`src/core/servo_output_regs.vh`:
```
// Register map, field layout, reset values and timing counts of the servo output stage
`ifndef SERVO_OUTPUT_REGS_VH
`define SERVO_OUTPUT_REGS_VH

// Word offsets (byte address = 4 * index)
`define REG_CONTROL 4'h0
`define REG_FALLBACK 4'h1
`define REG_RATE 4'h2
`define REG_DEAD_BAND 4'h3
`define REG_STROKE 4'h4
`define REG_POS_SLOT_FIRST 4'h5
`define REG_POS_SLOT_LAST 4'hB
`define REG_STATUS 4'hC

// Control register fields
`define CTL_DIRECT_BIT 0
`define CTL_FEEDBACK_BIT 1
`define CTL_WIDTH_LSB 2
`define CTL_BOOT_LSB 4

// Fallback register fields
`define FB_RST_LSB 0
`define FB_ERR_LSB 4
`define NOFB_RST_LSB 8
`define NOFB_ERR_LSB 10
`define POT_FAULT_LSB 12

// Action codes
`define ACT_STOP 2'h0
`define ACT_CLOSE 2'h1
`define ACT_OPEN 2'h2

// Preset switching widths
`define WIDTH_NONE 2'h0
`define WIDTH_ONE 2'h1
`define WIDTH_TWO 2'h2
`define WIDTH_THREE 2'h3

// Reset values
`define RST_DIRECT 1'h0
`define RST_FEEDBACK 1'h1
`define RST_WIDTH 2'h0
`define RST_BOOT 2'h1
`define RST_FB_RST 4'h1
`define RST_FB_ERR 4'h0
`define RST_NOFB_RST 2'h1
`define RST_NOFB_ERR 2'h1
`define RST_POT_FAULT 2'h0
`define RST_RATE 10'h000
`define RST_DEAD_BAND 7'h14
`define RST_STROKE 9'h03C
`define RST_POS_SLOT 10'h000

// Ranges, 0.1 % and 0.1 %/s units, seconds
`define RATE_MAX 10'h3E8
`define DB_MIN 7'h02
`define DB_MAX 7'h64
`define STROKE_MIN 9'h005
`define STROKE_MAX 9'h12C
`define POS_FULL 10'h3E8
`define POS_HALF 10'h1F4
`define POS_SCALE 11'h3E8

// Timing
`define CLK_PERIOD_NS 4
`define TICK_PERIOD_NS 1000000
`define MS_PER_S 1000

`endif

```
`src/core/servo_position_output_control.v`:
```
// Position-proportional servo output stage with Avalon-MM register slave
//
// Contract
// - Reverse default; direct mirrors output
// - Direction change refused during auto tuning
// - Feedback reset output: stop or preset
// - No feedback: reset/error action, Close default
// - Reset output held despite input error
// - Scale-over applies input error output
// - Reset output outranks input error output
// - Pot fault output stop/close/open, Stop default
// - Pot fault outranks reset and error
// - Rate limiter 0.1-100.0 %/s, default off
// - Selection inputs only; all off means PID
// - Width one, three or seven presets
// - Wider widths claim select inputs 1, 2
// - Feedback presets 0-100 %, default 0
// - No feedback: fixed preset actions
// - Feedback enable chooses pot or timing
// - Feedback enable written only in standby
// - Dead band 0.2-10.0 %, default 2.0
// - Timed position estimate, stroke 5-300 s
// - Boot Stop assumes 50 % position
// - Boot Close/Open drives one stroke first
//
// The implementer's own choices: the Avalon-MM interface to the registers and the placing of the registers.
`include "servo_output_regs.vh"
`default_nettype none

module servo_position_output_control #(
   parameter MS_TICK_CYCLES = `TICK_PERIOD_NS / `CLK_PERIOD_NS
) (
   // Clock, reset, enable
   input wire clk_sys_i,
   input wire rst_i,
   input wire clk_en_i,
   // Avalon-MM slave
   input wire [3:0] avs_address_i,
   input wire avs_read_i,
   input wire avs_write_i,
   input wire [31:0] avs_writedata_i,
   input wire [3:0] avs_byteenable_i,
   output wire [31:0] avs_readdata_o,
   output wire avs_waitrequest_o,
   // Controller state
   input wire run_i,
   input wire standby_state_i,
   input wire auto_tuning_i,
   input wire input_error_i,
   input wire pot_fault_i,
   input wire [9:0] pid_output_i,
   input wire [9:0] feedback_position_i,
   // Preset selection inputs
   input wire select_input_0_i,
   input wire select_input_1_i,
   input wire select_input_2_i,
   output wire [2:0] select_claimed_o,
   // Motor drive and observation
   output reg drive_open_o,
   output reg drive_close_o,
   output reg [9:0] output_value_o,
   output reg [9:0] position_o
);

   localparam S_START = 2'h0;
   localparam S_BOOT = 2'h1;
   localparam S_CTRL = 2'h2;

   // Configuration registers
   reg direct_q;
   reg feedback_enable_q;
   reg [1:0] width_q;
   reg [1:0] boot_q;
   reg [3:0] fb_rst_q;
   reg [3:0] fb_err_q;
   reg [1:0] nofb_rst_q;
   reg [1:0] nofb_err_q;
   reg [1:0] pot_fault_output_q;
   reg [9:0] rate_q;
   reg [6:0] dead_band_width_q;
   reg [8:0] stroke_q;
   reg [9:0] position_slot_q [1:7];

   // Bus slave state
   reg ack_q;
   reg [31:0] rdata_q;

   // Runtime state
   reg [1:0] state_q;
   reg [17:0] ms_cnt_q;
   reg ms_tick_q;
   reg [10:0] rate_acc_q;
   reg [9:0] limited_q;
   reg [8:0] est_acc_q;
   reg [9:0] est_q;
   reg [18:0] boot_cnt_q;
   reg fb_was_q;

   // Combinational demand
   reg [2:0] sel_idx;
   reg use_action;
   reg [1:0] action;
   reg [9:0] target;
   reg [10:0] diff_abs;
   reg diff_pos;
   reg [31:0] rd_mux;
   reg [31:0] wmask;
   wire [9:0] pid_dir;
   wire [18:0] stroke_ms;
   wire req;
   wire wr_go;
   wire [31:0] wval_ctl;
   wire [31:0] wval_fbk;
   wire [31:0] wval_rate;
   wire [31:0] wval_db;
   wire [31:0] wval_str;
   integer i;

   // One wait cycle per access; read data is captured on the waiting edge, write data lands on the released edge
   assign req = avs_read_i | avs_write_i;
   assign avs_waitrequest_o = req & ~ack_q;
   assign avs_readdata_o = rdata_q;
   assign wr_go = avs_write_i & ack_q;

   // Byte-lane mask from the enables
   always @* begin
      wmask = {{8{avs_byteenable_i[3]}}, {8{avs_byteenable_i[2]}},
               {8{avs_byteenable_i[1]}}, {8{avs_byteenable_i[0]}}};
   end

   // Merged register images, so partial writes keep untouched lanes; preset slot writes merge with the rate image
   assign wval_ctl = (avs_writedata_i & wmask) | ({26'h0, boot_q, width_q,
                     feedback_enable_q, direct_q} & ~wmask);
   assign wval_fbk = (avs_writedata_i & wmask) | ({18'h0, pot_fault_output_q,
                     nofb_err_q, nofb_rst_q, fb_err_q, fb_rst_q} & ~wmask);
   assign wval_rate = (avs_writedata_i & wmask) | ({22'h0, rate_q} & ~wmask);
   assign wval_db = (avs_writedata_i & wmask) | ({25'h0, dead_band_width_q} & ~wmask);
   assign wval_str = (avs_writedata_i & wmask) | ({23'h0, stroke_q} & ~wmask);

   // Preset inputs claimed by the chosen switching width
   assign select_claimed_o = (width_q == `WIDTH_THREE) ? 3'h7 :
                             (width_q == `WIDTH_TWO) ? 3'h3 :
                             (width_q == `WIDTH_ONE) ? 3'h1 : 3'h0;

   // Demand computed for reverse; direct action mirrors it
   assign pid_dir = direct_q ? (`POS_FULL - pid_output_i) : pid_output_i;
   assign stroke_ms = stroke_q * 10'h3E8;

   // Read mux
   always @* begin
      rd_mux = 32'h0;
      case (avs_address_i)
         `REG_CONTROL: rd_mux = {26'h0, boot_q, width_q, feedback_enable_q, direct_q};
         `REG_FALLBACK: rd_mux = {18'h0, pot_fault_output_q, nofb_err_q, nofb_rst_q,
                                  fb_err_q, fb_rst_q};
         `REG_RATE: rd_mux = {22'h0, rate_q};
         `REG_DEAD_BAND: rd_mux = {25'h0, dead_band_width_q};
         `REG_STROKE: rd_mux = {23'h0, stroke_q};
         `REG_STATUS: rd_mux = {8'h0, state_q, drive_close_o, drive_open_o,
                                output_value_o, position_o};
         default: begin
            if (avs_address_i >= `REG_POS_SLOT_FIRST && avs_address_i <= `REG_POS_SLOT_LAST)
               rd_mux = {22'h0, position_slot_q[avs_address_i - 4'h4]};
         end
      endcase
   end

   // Bus handshake and configuration writes
   always @(posedge clk_sys_i or posedge rst_i) begin
      if (rst_i) begin
         ack_q <= 1'b0;
         rdata_q <= 32'h0;
         direct_q <= `RST_DIRECT;
         feedback_enable_q <= `RST_FEEDBACK;
         width_q <= `RST_WIDTH;
         boot_q <= `RST_BOOT;
         fb_rst_q <= `RST_FB_RST;
         fb_err_q <= `RST_FB_ERR;
         nofb_rst_q <= `RST_NOFB_RST;
         nofb_err_q <= `RST_NOFB_ERR;
         pot_fault_output_q <= `RST_POT_FAULT;
         rate_q <= `RST_RATE;
         dead_band_width_q <= `RST_DEAD_BAND;
         stroke_q <= `RST_STROKE;
         for (i = 1; i <= 7; i = i + 1)
            position_slot_q[i] <= `RST_POS_SLOT;
      end else if (clk_en_i) begin
         ack_q <= req & ~ack_q;
         if (req & ~ack_q)
            rdata_q <= rd_mux;
         if (wr_go) begin
            case (avs_address_i)
               `REG_CONTROL: begin
                  // Direction locked while tuning runs
                  if (!auto_tuning_i)
                     direct_q <= wval_ctl[`CTL_DIRECT_BIT];
                  // Source of position only switched from standby
                  if (standby_state_i)
                     feedback_enable_q <= wval_ctl[`CTL_FEEDBACK_BIT];
                  width_q <= wval_ctl[`CTL_WIDTH_LSB +: 2];
                  if (wval_ctl[`CTL_BOOT_LSB +: 2] != 2'h3)
                     boot_q <= wval_ctl[`CTL_BOOT_LSB +: 2];
               end
               `REG_FALLBACK: begin
                  // Out-of-range codes are ignored, field keeps its value
                  if (wval_fbk[`FB_RST_LSB +: 4] <= 4'h7)
                     fb_rst_q <= wval_fbk[`FB_RST_LSB +: 4];
                  if (wval_fbk[`FB_ERR_LSB +: 4] <= 4'h7)
                     fb_err_q <= wval_fbk[`FB_ERR_LSB +: 4];
                  if (wval_fbk[`NOFB_RST_LSB +: 2] != 2'h3)
                     nofb_rst_q <= wval_fbk[`NOFB_RST_LSB +: 2];
                  if (wval_fbk[`NOFB_ERR_LSB +: 2] != 2'h3)
                     nofb_err_q <= wval_fbk[`NOFB_ERR_LSB +: 2];
                  if (wval_fbk[`POT_FAULT_LSB +: 2] != 2'h3)
                     pot_fault_output_q <= wval_fbk[`POT_FAULT_LSB +: 2];
               end
               `REG_RATE: begin
                  // Zero switches the limiter off; above range saturates
                  if (wval_rate[9:0] > `RATE_MAX || wval_rate[31:10] != 22'h0)
                     rate_q <= `RATE_MAX;
                  else
                     rate_q <= wval_rate[9:0];
               end
               `REG_DEAD_BAND: begin
                  if (wval_db[31:7] != 25'h0 || wval_db[6:0] > `DB_MAX)
                     dead_band_width_q <= `DB_MAX;
                  else if (wval_db[6:0] < `DB_MIN)
                     dead_band_width_q <= `DB_MIN;
                  else
                     dead_band_width_q <= wval_db[6:0];
               end
               `REG_STROKE: begin
                  if (wval_str[31:9] != 23'h0 || wval_str[8:0] > `STROKE_MAX)
                     stroke_q <= `STROKE_MAX;
                  else if (wval_str[8:0] < `STROKE_MIN)
                     stroke_q <= `STROKE_MIN;
                  else
                     stroke_q <= wval_str[8:0];
               end
               default: begin
                  if (avs_address_i >= `REG_POS_SLOT_FIRST &&
                      avs_address_i <= `REG_POS_SLOT_LAST) begin
                     if (wval_rate[9:0] > `POS_FULL || wval_rate[31:10] != 22'h0)
                        position_slot_q[avs_address_i - 4'h4] <= `POS_FULL;
                     else
                        position_slot_q[avs_address_i - 4'h4] <= wval_rate[9:0];
                  end
               end
            endcase
         end
      end
   end

   // Preset index from the claimed inputs, input 0 as the low bit
   always @* begin
      case (width_q)
         `WIDTH_ONE: sel_idx = {2'b00, select_input_0_i};
         `WIDTH_TWO: sel_idx = {1'b0, select_input_1_i, select_input_0_i};
         `WIDTH_THREE: sel_idx = {select_input_2_i, select_input_1_i, select_input_0_i};
         default: sel_idx = 3'h0;
      endcase
   end

   // Demand selection: pot fault, then reset, then input error, then preset, then PID
   always @* begin
      use_action = 1'b0;
      action = `ACT_STOP;
      target = limited_q;
      if (feedback_enable_q && pot_fault_i) begin
         use_action = 1'b1;
         action = pot_fault_output_q;
      end else if (!run_i) begin
         // Reset wins regardless of any input error
         if (feedback_enable_q) begin
            use_action = (fb_rst_q == 4'h0);
            target = (fb_rst_q == 4'h0) ? limited_q : position_slot_q[fb_rst_q[2:0]];
         end else begin
            use_action = 1'b1;
            action = nofb_rst_q;
         end
      end else if (input_error_i) begin
         if (feedback_enable_q) begin
            use_action = (fb_err_q == 4'h0);
            target = (fb_err_q == 4'h0) ? limited_q : position_slot_q[fb_err_q[2:0]];
         end else begin
            use_action = 1'b1;
            action = nofb_err_q;
         end
      end else if (sel_idx != 3'h0) begin
         if (feedback_enable_q) begin
            target = position_slot_q[sel_idx];
         end else begin
            use_action = 1'b1;
            action = (sel_idx == 3'h2) ? `ACT_CLOSE :
                     (sel_idx == 3'h3) ? `ACT_OPEN : `ACT_STOP;
         end
      end
   end

   // Signed gap between target and position
   always @* begin
      diff_pos = (target > position_o);
      diff_abs = diff_pos ? ({1'b0, target} - {1'b0, position_o}) :
                 ({1'b0, position_o} - {1'b0, target});
   end

   // Millisecond time base, counts are long so the divider is a parameter
   always @(posedge clk_sys_i or posedge rst_i) begin
      if (rst_i) begin
         ms_cnt_q <= 18'h0;
         ms_tick_q <= 1'b0;
      end else if (clk_en_i) begin
         ms_tick_q <= (ms_cnt_q == MS_TICK_CYCLES - 1);
         if (ms_cnt_q == MS_TICK_CYCLES - 1)
            ms_cnt_q <= 18'h0;
         else
            ms_cnt_q <= ms_cnt_q + 18'h1;
      end
   end

   // Rate limiter: rate per second accumulated per ms, at most one 0.1 % step per ms
   always @(posedge clk_sys_i or posedge rst_i) begin
      if (rst_i) begin
         rate_acc_q <= 11'h0;
         limited_q <= 10'h0;
      end else if (clk_en_i) begin
         if (rate_q == 10'h0) begin
            rate_acc_q <= 11'h0;
            limited_q <= pid_dir;
         end else if (ms_tick_q) begin
            if (rate_acc_q + {1'b0, rate_q} >= `POS_SCALE) begin
               rate_acc_q <= rate_acc_q + {1'b0, rate_q} - `POS_SCALE;
               if (limited_q < pid_dir)
                  limited_q <= limited_q + 10'h1;
               else if (limited_q > pid_dir)
                  limited_q <= limited_q - 10'h1;
            end else begin
               rate_acc_q <= rate_acc_q + {1'b0, rate_q};
            end
         end
      end
   end

   // Start-up positioning, timed estimate and drive outputs
   always @(posedge clk_sys_i or posedge rst_i) begin
      if (rst_i) begin
         state_q <= S_START;
         est_acc_q <= 9'h0;
         est_q <= `POS_HALF;
         fb_was_q <= 1'h1;
         boot_cnt_q <= 19'h0;
         drive_open_o <= 1'b0;
         drive_close_o <= 1'b0;
         output_value_o <= 10'h0;
         position_o <= 10'h0;
      end else if (clk_en_i) begin
         output_value_o <= limited_q;
         fb_was_q <= feedback_enable_q;
         // Position source chosen by the feedback setting
         position_o <= feedback_enable_q ? feedback_position_i : est_q;
         case (state_q)
            S_START: begin
               boot_cnt_q <= 19'h0;
               est_acc_q <= 9'h0;
               if (feedback_enable_q || boot_q == `ACT_STOP) begin
                  est_q <= `POS_HALF;
                  state_q <= S_CTRL;
               end else begin
                  state_q <= S_BOOT;
               end
            end
            S_BOOT: begin
               // Drive one full stroke against the limit switch
               drive_open_o <= (boot_q == `ACT_OPEN);
               drive_close_o <= (boot_q == `ACT_CLOSE);
               if (ms_tick_q)
                  boot_cnt_q <= boot_cnt_q + 19'h1;
               if (ms_tick_q && boot_cnt_q + 19'h1 >= stroke_ms) begin
                  est_q <= (boot_q == `ACT_OPEN) ? `POS_FULL : 10'h0;
                  drive_open_o <= 1'b0;
                  drive_close_o <= 1'b0;
                  state_q <= S_CTRL;
               end
            end
            S_CTRL: begin
               if (fb_was_q && !feedback_enable_q)
                  state_q <= S_START;
               if (use_action) begin
                  drive_open_o <= (action == `ACT_OPEN);
                  drive_close_o <= (action == `ACT_CLOSE);
               end else begin
                  // Half the band on each side, so small errors cannot hunt
                  drive_open_o <= diff_pos && ({diff_abs, 1'b0} > {5'h0, dead_band_width_q});
                  drive_close_o <= !diff_pos && ({diff_abs, 1'b0} > {5'h0, dead_band_width_q});
               end
               // Estimate moves one 0.1 % step per stroke-seconds of drive in ms
               if (ms_tick_q && (drive_open_o || drive_close_o)) begin
                  if (est_acc_q + 9'h1 >= stroke_q) begin
                     est_acc_q <= 9'h0;
                     if (drive_open_o && est_q < `POS_FULL)
                        est_q <= est_q + 10'h1;
                     else if (drive_close_o && est_q != 10'h0)
                        est_q <= est_q - 10'h1;
                  end else begin
                     est_acc_q <= est_acc_q + 9'h1;
                  end
               end
            end
            default: state_q <= S_START;
         endcase
      end
   end

endmodule // servo_position_output_control
`default_nettype wire

```
`config.mk`:
```
export PLATFORM = sky130hd
export DESIGN_NAME = servo_position_output_control
export DESIGN_NICKNAME = d
export VERILOG_FILES = /design/src/core/servo_position_output_control.v
export VERILOG_INCLUDE_DIRS = /design/src /design/src/core
export SDC_FILE = /design/constraint.sdc
export NUM_CORES = 1
export LEC_CHECK = 0
export BUFFER_PORTS_ARGS = -buffer_cell sky130_fd_sc_hd__buf_2
export CAP_MARGIN = 15
export CELL_PAD_IN_SITES_DETAIL_PLACEMENT = 1
export CELL_PAD_IN_SITES_GLOBAL_PLACEMENT = 1
export CORE_AREA = 3 3 350 248
export CTS_CLUSTER_DIAMETER = 100
export DETAILED_ROUTE_END_ITERATION = 7
export DIE_AREA = 0 0 353 251
export PLACE_DENSITY = 0.47
export SYNTH_ARGS = -nofsm -noshare
export SYNTH_HDL_FRONTEND = slang
export SYNTH_SLANG_ARGS = --single-unit
```
`constraint.sdc`:
```
create_clock -name clk_sys_i -period 13.1 [get_ports clk_sys_i]
set_input_delay 1.965 -clock clk_sys_i [delete_from_list [all_inputs] [get_ports clk_sys_i]]
set_output_delay 1.965 -clock clk_sys_i [all_outputs]
set_load 0.005 [all_outputs]
```
[Word level (Yosys, flattened, before mapping)]
Index checks and enable logic that the tools add are counted.
Storage, ports and cells
  bits in registers: 252
  latch bits: 0
  bits in writable memories: 0
  ROM bits: 0
  bits of input ports: 73
  output and inout port bits: 58
  memories kept: 0
Operators by class
  add/subtract/negate cells: 13
  multiply operators: 1
  div/mod/pow operators: 0
  $lt $le $gt $ge: 22
  eq/ne operators: 28
  shift-type cells: 0
  mux-type cells: 87
  bitwise operators: 25
  reductions and logical operators: 57
Operator list (number)
  10-bit two-way mux: 34
  24-bit case mux with 6 select lines: 1
  10-bit binary-select mux with 3-bit select: 4
  32-bit OR: 3
  70-bit bitwise mux: 1
  70-bit two-way mux: 1
  11-bit two-way mux: 4
  42-bit OR: 1
  4-bit AND reduction: 10
  19-bit case mux with 2 select lines: 1
  9-bit two-way mux: 4
  10-bit by 32-bit bitwise AND with 32-bit output: 1
  32-bit bitwise AND: 1
  7-bit by 32-bit bitwise AND with 32-bit output: 1
  9-bit by 32-bit bitwise AND with 32-bit output: 1
  32-bit inverter: 1
  10-bit demux with 3-bit select: 1
  10-bit case mux with 3 select lines: 1
  28-bit bitwise AND: 1
  28-bit inverter: 1
  2-bit two-way mux: 13
  25-bit nonzero test: 1
  23-bit nonzero test: 1
  22-bit nonzero test: 1
  other kinds (70): 144

[Logic depth before layout (Yosys ltp)]
Gate-level depths: netlist of the first run.
  word-level depth: 17
  depth in mapped cells: 27
  mapped depth without buffers: 23

[Worst setup path after synthesis of the first run]
OpenSTA, ideal clock, no wires.
  kind: in2reg
  start: input port select_input_0_i
  end: register drive_open_o
  library setup time: 135 ps
  arrival time: 6547 ps
  setup slack: 6418 ps
  stages: 26
  buffers on the path: 3
  cells stage by stage: o21ai_1 -> buf_2 -> mux4_2 -> nor2_1 -> a21oi_1 -> nor2_1 -> o21ai_0 -> a21o_1 -> o21a_1 -> ha_1 -> clkbuf_1 -> nand4_1 -> inv_1 -> o211ai_1 -> a21oi_1 -> buf_2 -> mux2i_1 -> o21ai_0 -> a221oi_1 -> xnor2_1 -> ha_1 -> a21oi_1 -> o21ai_0 -> o21ai_0 -> nor4bb_1 -> o22ai_1
Between the ends
  longest elaborated chain between the ends: 16
  elaborated cells on any way between the ends: 33
Ends and longest elaborated chain
  from (decl): RTL line servo_position_output_control.v:54  | input wire select_input_0_i,
  3-bit case mux with 3 select lines *: RTL line servo_position_output_control.v:256  | case (width_q)
  3-bit inverter with 4-bit output (implied by the code): RTL line servo_position_output_control.v:291  | target = position_slot_q[sel_idx];
  10-bit binary-select mux with 3-bit select: RTL line servo_position_output_control.v:291
  10-bit two-way mux (implied by the code) (2 in series): RTL line servo_position_output_control.v:291
  10-bit two-way mux: RTL line servo_position_output_control.v:290  | if (feedback_enable_q) begin
  10-bit two-way mux: RTL line servo_position_output_control.v:289  | end else if (sel_idx != 3'h0) begin
  10-bit two-way mux: RTL line servo_position_output_control.v:281  | end else if (input_error_i) begin
  10-bit two-way mux: RTL line servo_position_output_control.v:272  | end else if (!run_i) begin
  10-bit two-way mux: RTL line servo_position_output_control.v:269  | if (feedback_enable_q && pot_fault_i) begin
  10-bit by 10-bit subtractor with 11-bit output (tied with other cells): RTL line servo_position_output_control.v:304  | ({1'b0, position_o} - {1'b0, target});
  11-bit two-way mux: RTL line servo_position_output_control.v:303  | diff_abs = diff_pos ? ({1'b0, target} - {1'b0, position_o}) :
  12-bit by 7-bit > comparator with 1-bit output: RTL line servo_position_output_control.v:393  | drive_open_o <= diff_pos && ({diff_abs, 1'b0} > {5'h0, dead_band_width_q});
  1-bit logical AND: RTL line servo_position_output_control.v:393
  1-bit two-way mux *: RTL line servo_position_output_control.v:388  | if (use_action) begin
  1-bit case mux with 2 select lines *: RTL line servo_position_output_control.v:361  | case (state_q)
  to (signal assigned): RTL line servo_position_output_control.v:374  | drive_open_o <= (boot_q == `ACT_OPEN);
  to (signal assigned): RTL line servo_position_output_control.v:389  | drive_open_o <= (action == `ACT_OPEN);
  to (signal assigned): RTL line servo_position_output_control.v:393
  to (decl): RTL line servo_position_output_control.v:59  | output reg drive_open_o,
Every way passes the cells marked *; elsewhere a longest branch is shown, timed or not. The select of a mux whose other input is x is not followed.
A chain may end at the register's enable or synchronous reset.

[Worst setup path in the final report of the first run]
  start: input port select_input_2_i
  end: register drive_open_o
Between the ends
  longest elaborated chain between the ends: 16
  elaborated cells on any way between the ends: 33
Ends and longest elaborated chain
  from (decl): RTL line servo_position_output_control.v:56  | input wire select_input_2_i,
  3-bit case mux with 3 select lines *: RTL line servo_position_output_control.v:256
  3-bit inverter with 4-bit output (implied by the code): RTL line servo_position_output_control.v:291
  10-bit binary-select mux with 3-bit select: RTL line servo_position_output_control.v:291
  10-bit two-way mux (implied by the code) (2 in series): RTL line servo_position_output_control.v:291
  10-bit two-way mux: RTL line servo_position_output_control.v:290
  10-bit two-way mux: RTL line servo_position_output_control.v:289
  10-bit two-way mux: RTL line servo_position_output_control.v:281
  10-bit two-way mux: RTL line servo_position_output_control.v:272
  10-bit two-way mux: RTL line servo_position_output_control.v:269
  10-bit by 10-bit subtractor with 11-bit output (tied with other cells): RTL line servo_position_output_control.v:304
  11-bit two-way mux: RTL line servo_position_output_control.v:303
  12-bit by 7-bit > comparator with 1-bit output: RTL line servo_position_output_control.v:393
  1-bit logical AND: RTL line servo_position_output_control.v:393
  1-bit two-way mux *: RTL line servo_position_output_control.v:388
  1-bit case mux with 2 select lines *: RTL line servo_position_output_control.v:361
Marks and branches as above.

==> run metrics, run 1 <==
TritonRoute pass-1 iters 5; Post-CTS Setup Inserts 0; CTS resizes 0; CP Data Required Time 13.57 ns; Die Wd 353 um; Layout Nets 2446; CTS Sinks 244; grt ovf 0; Synth area leader dfrtp_1; RSZ-0062 raised after global routing no; Tot Pwr 3.54 mW; status complete, no violations; number of max-cap violations 0; die footprint 88600 um2; core area 83900 um2; Hold Violations, Final 0; min Tclk post-route 6.94 ns; Slew Viols, Final 0; largest net degree at the start of global routing 111; sequential share of the synthesized area 32.0%; Worst-path clk slew 0.07 ns; initial antenna violation count 4; hold buffers post-CTS 0; Layout Utilization 26.2%; Synth Area per Inst 8.94 um2; FF+latch count, synth 244; Cell variety after synth 85; Vias/cell 5.01; share of cells above drive strength 1 15.6%; Final TNS setup 0 ns; Critical Path Sink Type register; root buf cell clkbuf_16; Die Y-Extent 251 um; Fmax 144 MHz; final setup vio count 0; vias in the first global route 17184; P_leak 9.62 nW; RD Place Congestion 0.854; count leader, synth nand2_1; crit path kind in2reg; fin crit share 53.0%; # fillers 9736; top cells by area, synth dfrtp_1 30%, ha_1 9.0%, o21ai_0 5.7%, nand2_1 4.7%, mux4_2 4.7%; Rows 89; design area 21900 um2; Worst Max-Slew Pin Slew 1.20 ns; adder-cell share of the synthesized area 12.2%; DRT Wirelength 79400 um; Area Growth Syn to Fin 14.5%; Initial Utilization 22.9%; Synth Area in Simple Gates 15.8%; XOR/XNOR Fraction of Synth Area 4.20%; GRT Total Usage 17.6%; Peak VDD IR 0.102 mV; Hold Path Class reg2reg; num ports 131; ys flop type dfrtp_1; CTS tree yes; Slew Limit Headroom 20.1%; DR DRC count 0; first-pass GRT wire length 119000 um; HP Start avs_readdata_o[19]; CP startpoint select_input_2_i; FFs w/ async S/R, synth 100%; Worst EP arrival 7.40 ns; worst skew pair latency 0.60 ns; FF-to-FF Start stroke_q[0]; post-DP HPWL 60200 um; Synth top cells by count 241 x nand2_1, 226 x dfrtp_1, 219 x o21ai_0; post-placement cell count 3307; Finished Layout Cells 3370; PD cells 161 nW/um2; clock skew 0.0201 ns; Post-synth EDFFs 0; Port Buf Inserts 122; largest family of logic cells by synthesized area compound AO/OA/AOI/OAI gates; Post-Place Cell Area 20900 um2; initial detailed-routing violation count 1229; complex-gate fraction of the synthesized area 19.8%; crit-path max FO 24; crit start category input port; Post-DRT Antenna Nets 0; H-tree Lvls 1; synthesized area 19200 um2; Synth Instances 2143; Inserted Clock Buffers 30; DR vias 16872; mux contribution to synthesized area 10.6%; Routed WL per cell 23.6 um; Yosys top cell area share 29.5%; CTS Buffer Depth 3; Synthesis Warnings 0
## routing by layer
metal	GRT usage (%)	share of wire, %	vias up
li1	-	-	7857
met1	27.7	53	8607
met3	3.11	5.0	60
met4	2.61	1.4	4
met2	25.1	40	344
met5	0	0.034	-
## power breakdown
| group | internal (mW) | switching [mW] | total (mW) |
|---|---|---|---|
| Sequential | 0.867 | 0.198 | 1.06 |
| Clock | 0.529 | 0.381 | 0.910 |
| Combinational | 0.657 | 0.910 | 1.57 |
| Total | 2.05 | 1.49 | 3.54 |
## sequential cells by signal, summed over array words and instances (netlist names), 2 cells and up, named ones only
name                count
output_value_o         10
rate_q                 10
state_q                 2
fb_err_q                2
est_acc_q               9
position_o             10
boot_q                  2
rate_acc_q             11
est_q                  10
position_slot_q        70
nofb_err_q              2
nofb_rst_q              2
pot_fault_output_q      2
limited_q              10
fb_rst_q                4
dead_band_width_q       7
stroke_q                9
boot_cnt_q             19
ms_cnt_q               18
avs_readdata_o         24
## stage by stage
step                      hold WS (ns)  worst slack [ns]
final                            0.479              6.16
after global routing             0.510              5.56
after CTS                        0.484              6.33
after detailed placement         0.469              5.70
after global placement           0.458              5.78
after floorplan                  0.453              4.46
## layout make-up
| type | instances | area, um2 | share of cell area, % |
|---|---|---|---|
| well taps | 1137 | 1420 | 6.48 |
| repair buffers | 153 | 851 | 3.88 |
| inverters | 116 | 443 | 2.02 |
| clock buffers | 39 | 836 | 3.81 |
| flip-flops and latches | 244 | 6130 | 27.9 |
| clock inverters | 17 | 201 | 0.918 |
| multi-input cells | 1659 | 12100 | 54.9 |
| diodes | 5 | 12.5 | 0.0570 |
## placed cells by master, fill, tap and decap left out, types with 8 or more instances in the layout
| cell | Yosys | final |
|---|---|---|
| nand2_1 | 241 | 240 |
| dfrtp_1 | 226 | 226 |
| o21ai_0 | 219 | 218 |
| nor2_1 | 158 | 158 |
| ha_1 | 138 | 138 |
| buf_2 | 11 | 122 |
| inv_1 | 116 | 115 |
| a21oi_1 | 107 | 107 |
| mux2_2 | 63 | 63 |
| nand3_1 | 55 | 55 |
| xnor2_1 | 53 | 53 |
| mux2i_1 | 42 | 42 |
| mux4_2 | 40 | 40 |
| xor2_1 | 39 | 39 |
| a22oi_1 | 37 | 37 |
| a21o_1 | 36 | 36 |
| nor3_1 | 34 | 34 |
| fa_1 | 31 | 31 |
| clkbuf_16 | 0 | 31 |
| buf_4 | 9 | 30 |
| nor2b_1 | 29 | 29 |
| nor4_1 | 24 | 24 |
| o21a_1 | 19 | 19 |
| and3_1 | 19 | 19 |
| and2_1 | 18 | 18 |
| dfstp_2 | 18 | 18 |
| nand4_1 | 16 | 16 |
| o31ai_1 | 16 | 16 |
| a221oi_1 | 15 | 15 |
| o22ai_1 | 13 | 13 |
| nand2b_1 | 12 | 12 |
| a2bb2oi_1 | 12 | 12 |
| a31oi_1 | 11 | 11 |
| o221ai_1 | 9 | 9 |
| o31a_1 | 8 | 8 |
| o211ai_1 | 8 | 8 |
| o41ai_1 | 8 | 8 |
| o22a_1 | 8 | 8 |
| conb_1 | 1 | 8 |
| clkinv_2 | 0 | 8 |
## cell families (layout without fill, tap and decap cells)
kind of cell	count (synthesis)	count (layout)
muxes	145	145
adders and majority gates	169	169
other	1	13
buffers and inverters	247	325
and+or+nand+nor	650	650
xor gates and xnor gates	92	92
DFF	244	244
AOI/OAI and AO/OA	595	595
## worst max-delay path: stages
cell and delay [ns]:
buf_2 0.10, nand3_1 0.08, buf_4 0.29, a21oi_1 0.86
a2bb2oi_1 0.18, a21oi_1 0.39, nor2_1 0.09, o21ai_0 0.16
a21o_1 0.18, o21a_1 0.16, ha_1 0.30, nand4_1 0.22
inv_1 0.11, o211ai_1 0.10, a21oi_1 0.16, buf_4 0.22
mux2i_1 0.30, o21ai_0 0.11, a221oi_1 0.32, xnor2_1 0.17
ha_1 0.26, a21oi_1 0.13, o21ai_0 0.09, o21ai_0 0.10
nor4bb_1 0.23, o22ai_1 0.12
## worst paths after layout
kind | to | slack, ns | cells past startpoint
setup / recovery | drive_open_o | 6.16 | 26
hold / removal | avs_readdata_o[19] | 0.48 | 2
setup reg to reg | est_q[3] | 6.48 | 20
hold reg to reg | avs_readdata_o[19] | 0.48 | 2
max in group asynchronous | rate_acc_q[10] | 9.93 | 3
min in group asynchronous | boot_cnt_q[6] | 1.54 | 2
(Power assumes the default switching activity.)
==> inputs of run 2 (changes only) <==
- ABC_AREA: default -> 1
- CORE_AREA: 3 3 350 248 -> 3 3 355 252
- DIE_AREA: 0 0 353 251 -> 0 0 358 255
- PLACE_DENSITY: 0.47 -> 0.49
- clock period: 13.1 -> 7 ns (I/O delays scaled with it)
==> run metrics, run 2 <==
fin crit share 89.3%; first-pass GRT wire length 130000 um; root buf cell clkbuf_16; Synth area leader dfrtp_1; vias in the first global route 20137; Worst EP arrival 6.69 ns; Yosys top cell area share 28.6%; most frequent cells in the layout 552 x nand2_1, 386 x inv_1, 306 x o21ai_0; crit path kind reg2reg; DR vias 19806; status complete, no violations; Hold WS 0.472 ns; ys flop type dfrtp_1; worst skew pair latency 0.57 ns; Synth top cells by count 553 x nand2_1, 387 x inv_1, 306 x o21ai_0; H-tree Lvls 2; hold buffers post-CTS 0; FFs w/ async S/R, synth 100%; die footprint 91300 um2; CTS Buffer Depth 3; grt ovf 0; share of cells above drive strength 1 9.87%; crit start category register; most used cell, CP nand2_1; RSZ-0062 raised after global routing no; crit-path max FO 8; Slew Viols, Final 0; R2R Setup Slk 0.75 ns; FF-to-FF Start stroke_q[1]; cells on worst reg2reg path 32; P_leak 10.7 nW; core area 86000 um2; PD cells 416 nW/um2; Routed WL per cell 21.6 um; Die Wd 358 um; Area Growth Syn to Fin 14.1%; Vias/cell 4.96; CTS tree yes; DP Worst Slack 0.600 ns; Largest register FFs 70; Finished Layout Cells 3996; largest net degree at the start of global routing 137; FF+latch count, synth 244; Hold Path End ms_cnt_q[15]; Hold Path Class reg2reg; DRT Wirelength 86400 um; num ports 131; Layout Utilization 26.2%; clock skew 0.0313 ns; Reg with most FFs position_slot_q; Synthesis Warnings 0; Cell variety after synth 63; Final WS setup 0.749 ns; Initial Utilization 23.0%; Worst Max-Slew Pin Slew 1.09 ns; Slew Limit Headroom 27.5%; Critical Path Max Stage Delay 0.55 ns; Worst-path clk slew 0.06 ns; WHS Path Cells 1; Post-Place Cell Area 21500 um2; HP Start ms_cnt_q[15]; Fmax 160 MHz; CP Data Required Time 7.44 ns; Inserted Clock Buffers 35; delay-heaviest family, CP adder cells; initial detailed-routing violation count 1370; RD Place Congestion 0.911; design area 22600 um2; Layout Nets 3062; Peak VDD IR 0.281 mV; synthesized area 19800 um2; Crit-path slowest cell fa_1; Hold Violations, Final 0; top cells by area, synth dfrtp_1 29%, nand2_1 10%, ha_1 8.7%, o21ai_0 7.7%, inv_1 7.3%; number of max-cap violations 0; r2r endpoint state_q[1]; Post-synth EDFFs 0; DR DRC count 0; antenna fix cells 0; final setup vio count 0; post-DP HPWL 68200 um; initial antenna violation count 8; min Tclk post-route 6.25 ns; Rows 90; count leader, synth nand2_1; Post-DRT Antenna Nets 0; Critical Path Sink Type register; Final TNS setup 0 ns; crit path buf inv count 6; Die Y-Extent 255 um; Tot Pwr 9.39 mW; most common cell after layout, fill and taps aside nand2_1; GRT Total Usage 18.7%; Synth Instances 2753; Port Buf Inserts 122; Synth Area per Inst 7.19 um2; sequential share of the synthesized area 31.0%; CTS Sinks 244; TritonRoute pass-1 iters 5; post-placement cell count 3933
==> run 2: cell count changes in the layout (fill, tap and decap cells not counted), sizes merged, moves of 32 or more <==
cell	before	now
a21o	36	4
a21oi	107	232
a22oi	37	2
inv	117	402
mux2	63	1
mux2i	42	4
mux4	40	0
nand2	241	559
nand3	55	146
o21ai	222	341
o22ai	13	77
xnor2	53	12
==> run 2: cell type report <==
type,instances,area (um2)
multi-input combinational,1992,11600
timing repair buffer,143,781
clock inverter,15,176
fill,10531,63500
sequential,244,6130
inverter,404,1520
tap,1150,1440
clock buffer,48,945
==> run 2: how the worst max path moves through the flow <==
stage / start / cells after the start / slack (ns) / endpoint
2_1_floorplan: stroke_q[1] / 34 / 1.61 / est_q[0]
3_3_place_gp: stroke_q[1] / 33 / 0.81 / est_q[9]
3_5_place_dp: select_input_2_i / 30 / 0.60 / drive_close_o
4_1_cts: stroke_q[1] / 33 / 0.61 / est_q[3]
5_1_grt: stroke_q[1] / 33 / 0.14 / est_q[0]
6_report: stroke_q[1] / 32 / 0.75 / state_q[1]
==> run 2: report_power, final <==
| part | switching (mW) | internal [mW] |
|---|---|---|
| registers | 0.393 | 1.67 |
| clock network | 0.747 | 1.06 |
| logic | 3.50 | 2.02 |
==> run 2: cell families (layout without fill, tap and decap cells) <==
kind of cell / after synthesis / in the layout / synth area share (%)
other: 1 / 8 / 0.0190
multiplexers: 5 / 5 / 0.259
flip-flops: 244 / 244 / 31.0
AND/OR/NAND/NOR: 953 / 953 / 20.3
adder cells (fa/ha/maj): 169 / 169 / 11.9
buffers and inverters: 524 / 610 / 10.6
XOR/XNOR: 66 / 66 / 3.02
AO/OA/AOI/OAI: 791 / 791 / 22.9
==> run 2: repair_timing <==
action / CTS / global route
buffers inserted: 0 / 0
gates resized for setup: 0 / 1
setup endpoints to repair: 0 / 1
==> run 2: routing by layer <==
| layer | track usage (%) | vias up | part of all wire (%) |
|---|---|---|---|
| met5 | 0 | - | 0.040 |
| met4 | 3.92 | 6 | 1.9 |
| met3 | 3.76 | 80 | 7.0 |
| met2 | 25.7 | 488 | 39 |
| met1 | 29.4 | 9843 | 52 |
| li1 | - | 9389 | - |
==> run 2: worst register-to-register path, delay by kind of cell (launching register included) <==
| kind | cells | cell delay [ns] |
|---|---|---|
| xor gates and xnor gates | 1 | 0.15 |
| and+or+nand+nor | 15 | 1.85 |
| buffers and inverters | 6 | 0.36 |
| AOI/OAI and AO/OA | 4 | 0.62 |
| adders and majority gates | 6 | 2.66 |
| DFF | 1 | 0.48 |
==> inputs of run 3 (changes only) <==
- CORE_AREA: 3 3 355 252 -> 3 3 272 328
- DIE_AREA: 0 0 358 255 -> 0 0 275 331
==> run metrics, run 3 (same netlist as run 2, synthesis figures left out) <==
status complete, no violations; CTS Buffer Depth 3; crit-path max FO 23; RD Place Congestion 0.897; largest net degree at the start of global routing 134; Port Buf Inserts 122; antenna fix cells 0; initial detailed-routing violation count 1039; Finished Layout Cells 3991; Final TNS setup 0 ns; Crit-path slowest cell dfrtp_1; clock skew 0.0231 ns; DP Worst Slack 0.660 ns; initial antenna violation count 0; post-placement cell count 3926; GRT Total Usage 19.0%; crit path kind reg2reg; Worst EP arrival 6.68 ns; num ports 131; core area 86200 um2; share of cells above drive strength 1 10.1%; Worst-path clk slew 0.06 ns; Final WS setup 0.755 ns; Slew Limit Headroom 23.2%; number of max-cap violations 0; post-DP HPWL 67500 um; CP Data Required Time 7.44 ns; crit start category register; Reg with most FFs position_slot_q; crit path buf inv count 4; Post-DRT Antenna Nets 0; Critical Path Sink Type register; DR vias 19790; PD cells 413 nW/um2; P_leak 10.8 nW; H-tree Lvls 2; most frequent cells in the layout 552 x nand2_1, 386 x inv_1, 306 x o21ai_0; RSZ-0062 raised after global routing no; first-pass GRT wire length 132000 um; Routed WL per cell 21.8 um; Peak VDD IR 0.308 mV; CTS Sinks 244; Inserted Clock Buffers 35; Initial Utilization 22.9%; delay-heaviest family, CP simple AND/OR/NAND/NOR gates; root buf cell clkbuf_16; Fmax 160 MHz; grt ovf 0; TritonRoute pass-1 iters 5; Die Y-Extent 331 um; Rows 118; Slew Viols, Final 0; hold buffers post-CTS 0; DRT Wirelength 87000 um; CTS resizes 0; Layout Nets 3067; Largest register FFs 70; worst skew pair latency 0.56 ns; most used cell, CP nand2_1; vias in the first global route 21291; Vias/cell 4.96; CTS tree yes; Post-CTS Setup Inserts 0; Hold Path Class in2async; final setup vio count 0; fin crit share 89.2%; Critical Path Max Stage Delay 0.64 ns; die footprint 91000 um2; Hold Violations, Final 0; most common cell after layout, fill and taps aside nand2_1; Die Wd 275 um; min Tclk post-route 6.25 ns; DR DRC count 0; Layout Utilization 26.3%; Worst Max-Slew Pin Slew 1.15 ns; Area Growth Syn to Fin 14.6%
[run 3: per-layer routing]
| metal | wire length (um) | GRT usage (%) | vias up |
|---|---|---|---|
| met5 | 0 | 0 | - |
| met4 | 3710 | 7.75 | 0 |
| met3 | 2610 | 1.91 | 151 |
| met2 | 43800 | 34.4 | 383 |
| met1 | 37000 | 22.9 | 9862 |
| li1 | - | - | 9394 |
[run 3: layout make-up]
type | instances | area [um2]
clock buffer | 55 | 1070
clock inverter | 8 | 83.8
fill | 10624 | 63600
inverter | 404 | 1520
multi-input combinational | 1992 | 11600
sequential | 244 | 6130
tap | 1140 | 1430
timing repair buffer | 148 | 846
[run 3: per-stage QoR]
stage | power, mW | hold slack (ns) | cell area, um2
final | 9.36 | 0.410 | 22700
after global routing | 10.3 | 0.401 | 22700
after CTS | 9.52 | 0.380 | 22600
after detailed placement | 7.61 | 0.462 | 21500
after global placement | 7.47 | 0.454 | 21500
after floorplan | 5.94 | 0.433 | 19800
[run 3: path summary, 6_finish.rpt]
path	slack, ns	cells after the start	endpoint
max in group asynchronous	4.85	4	position_slot_q[4]
setup reg to reg	0.75	31	drive_close_o
setup / recovery	0.75	31	drive_close_o
hold / removal	0.41	2	ms_cnt_q[9]
hold reg to reg	0.46	1	ms_cnt_q[15]
min in group clk_sys_i	0.46	1	ms_cnt_q[15]
[run 3: power breakdown]
group | total, mW | internal, mW | switching [mW]
Combinational | 5.47 | 2.01 | 3.45
Sequential | 2.07 | 1.67 | 0.404
Clock | 1.82 | 1.09 | 0.731
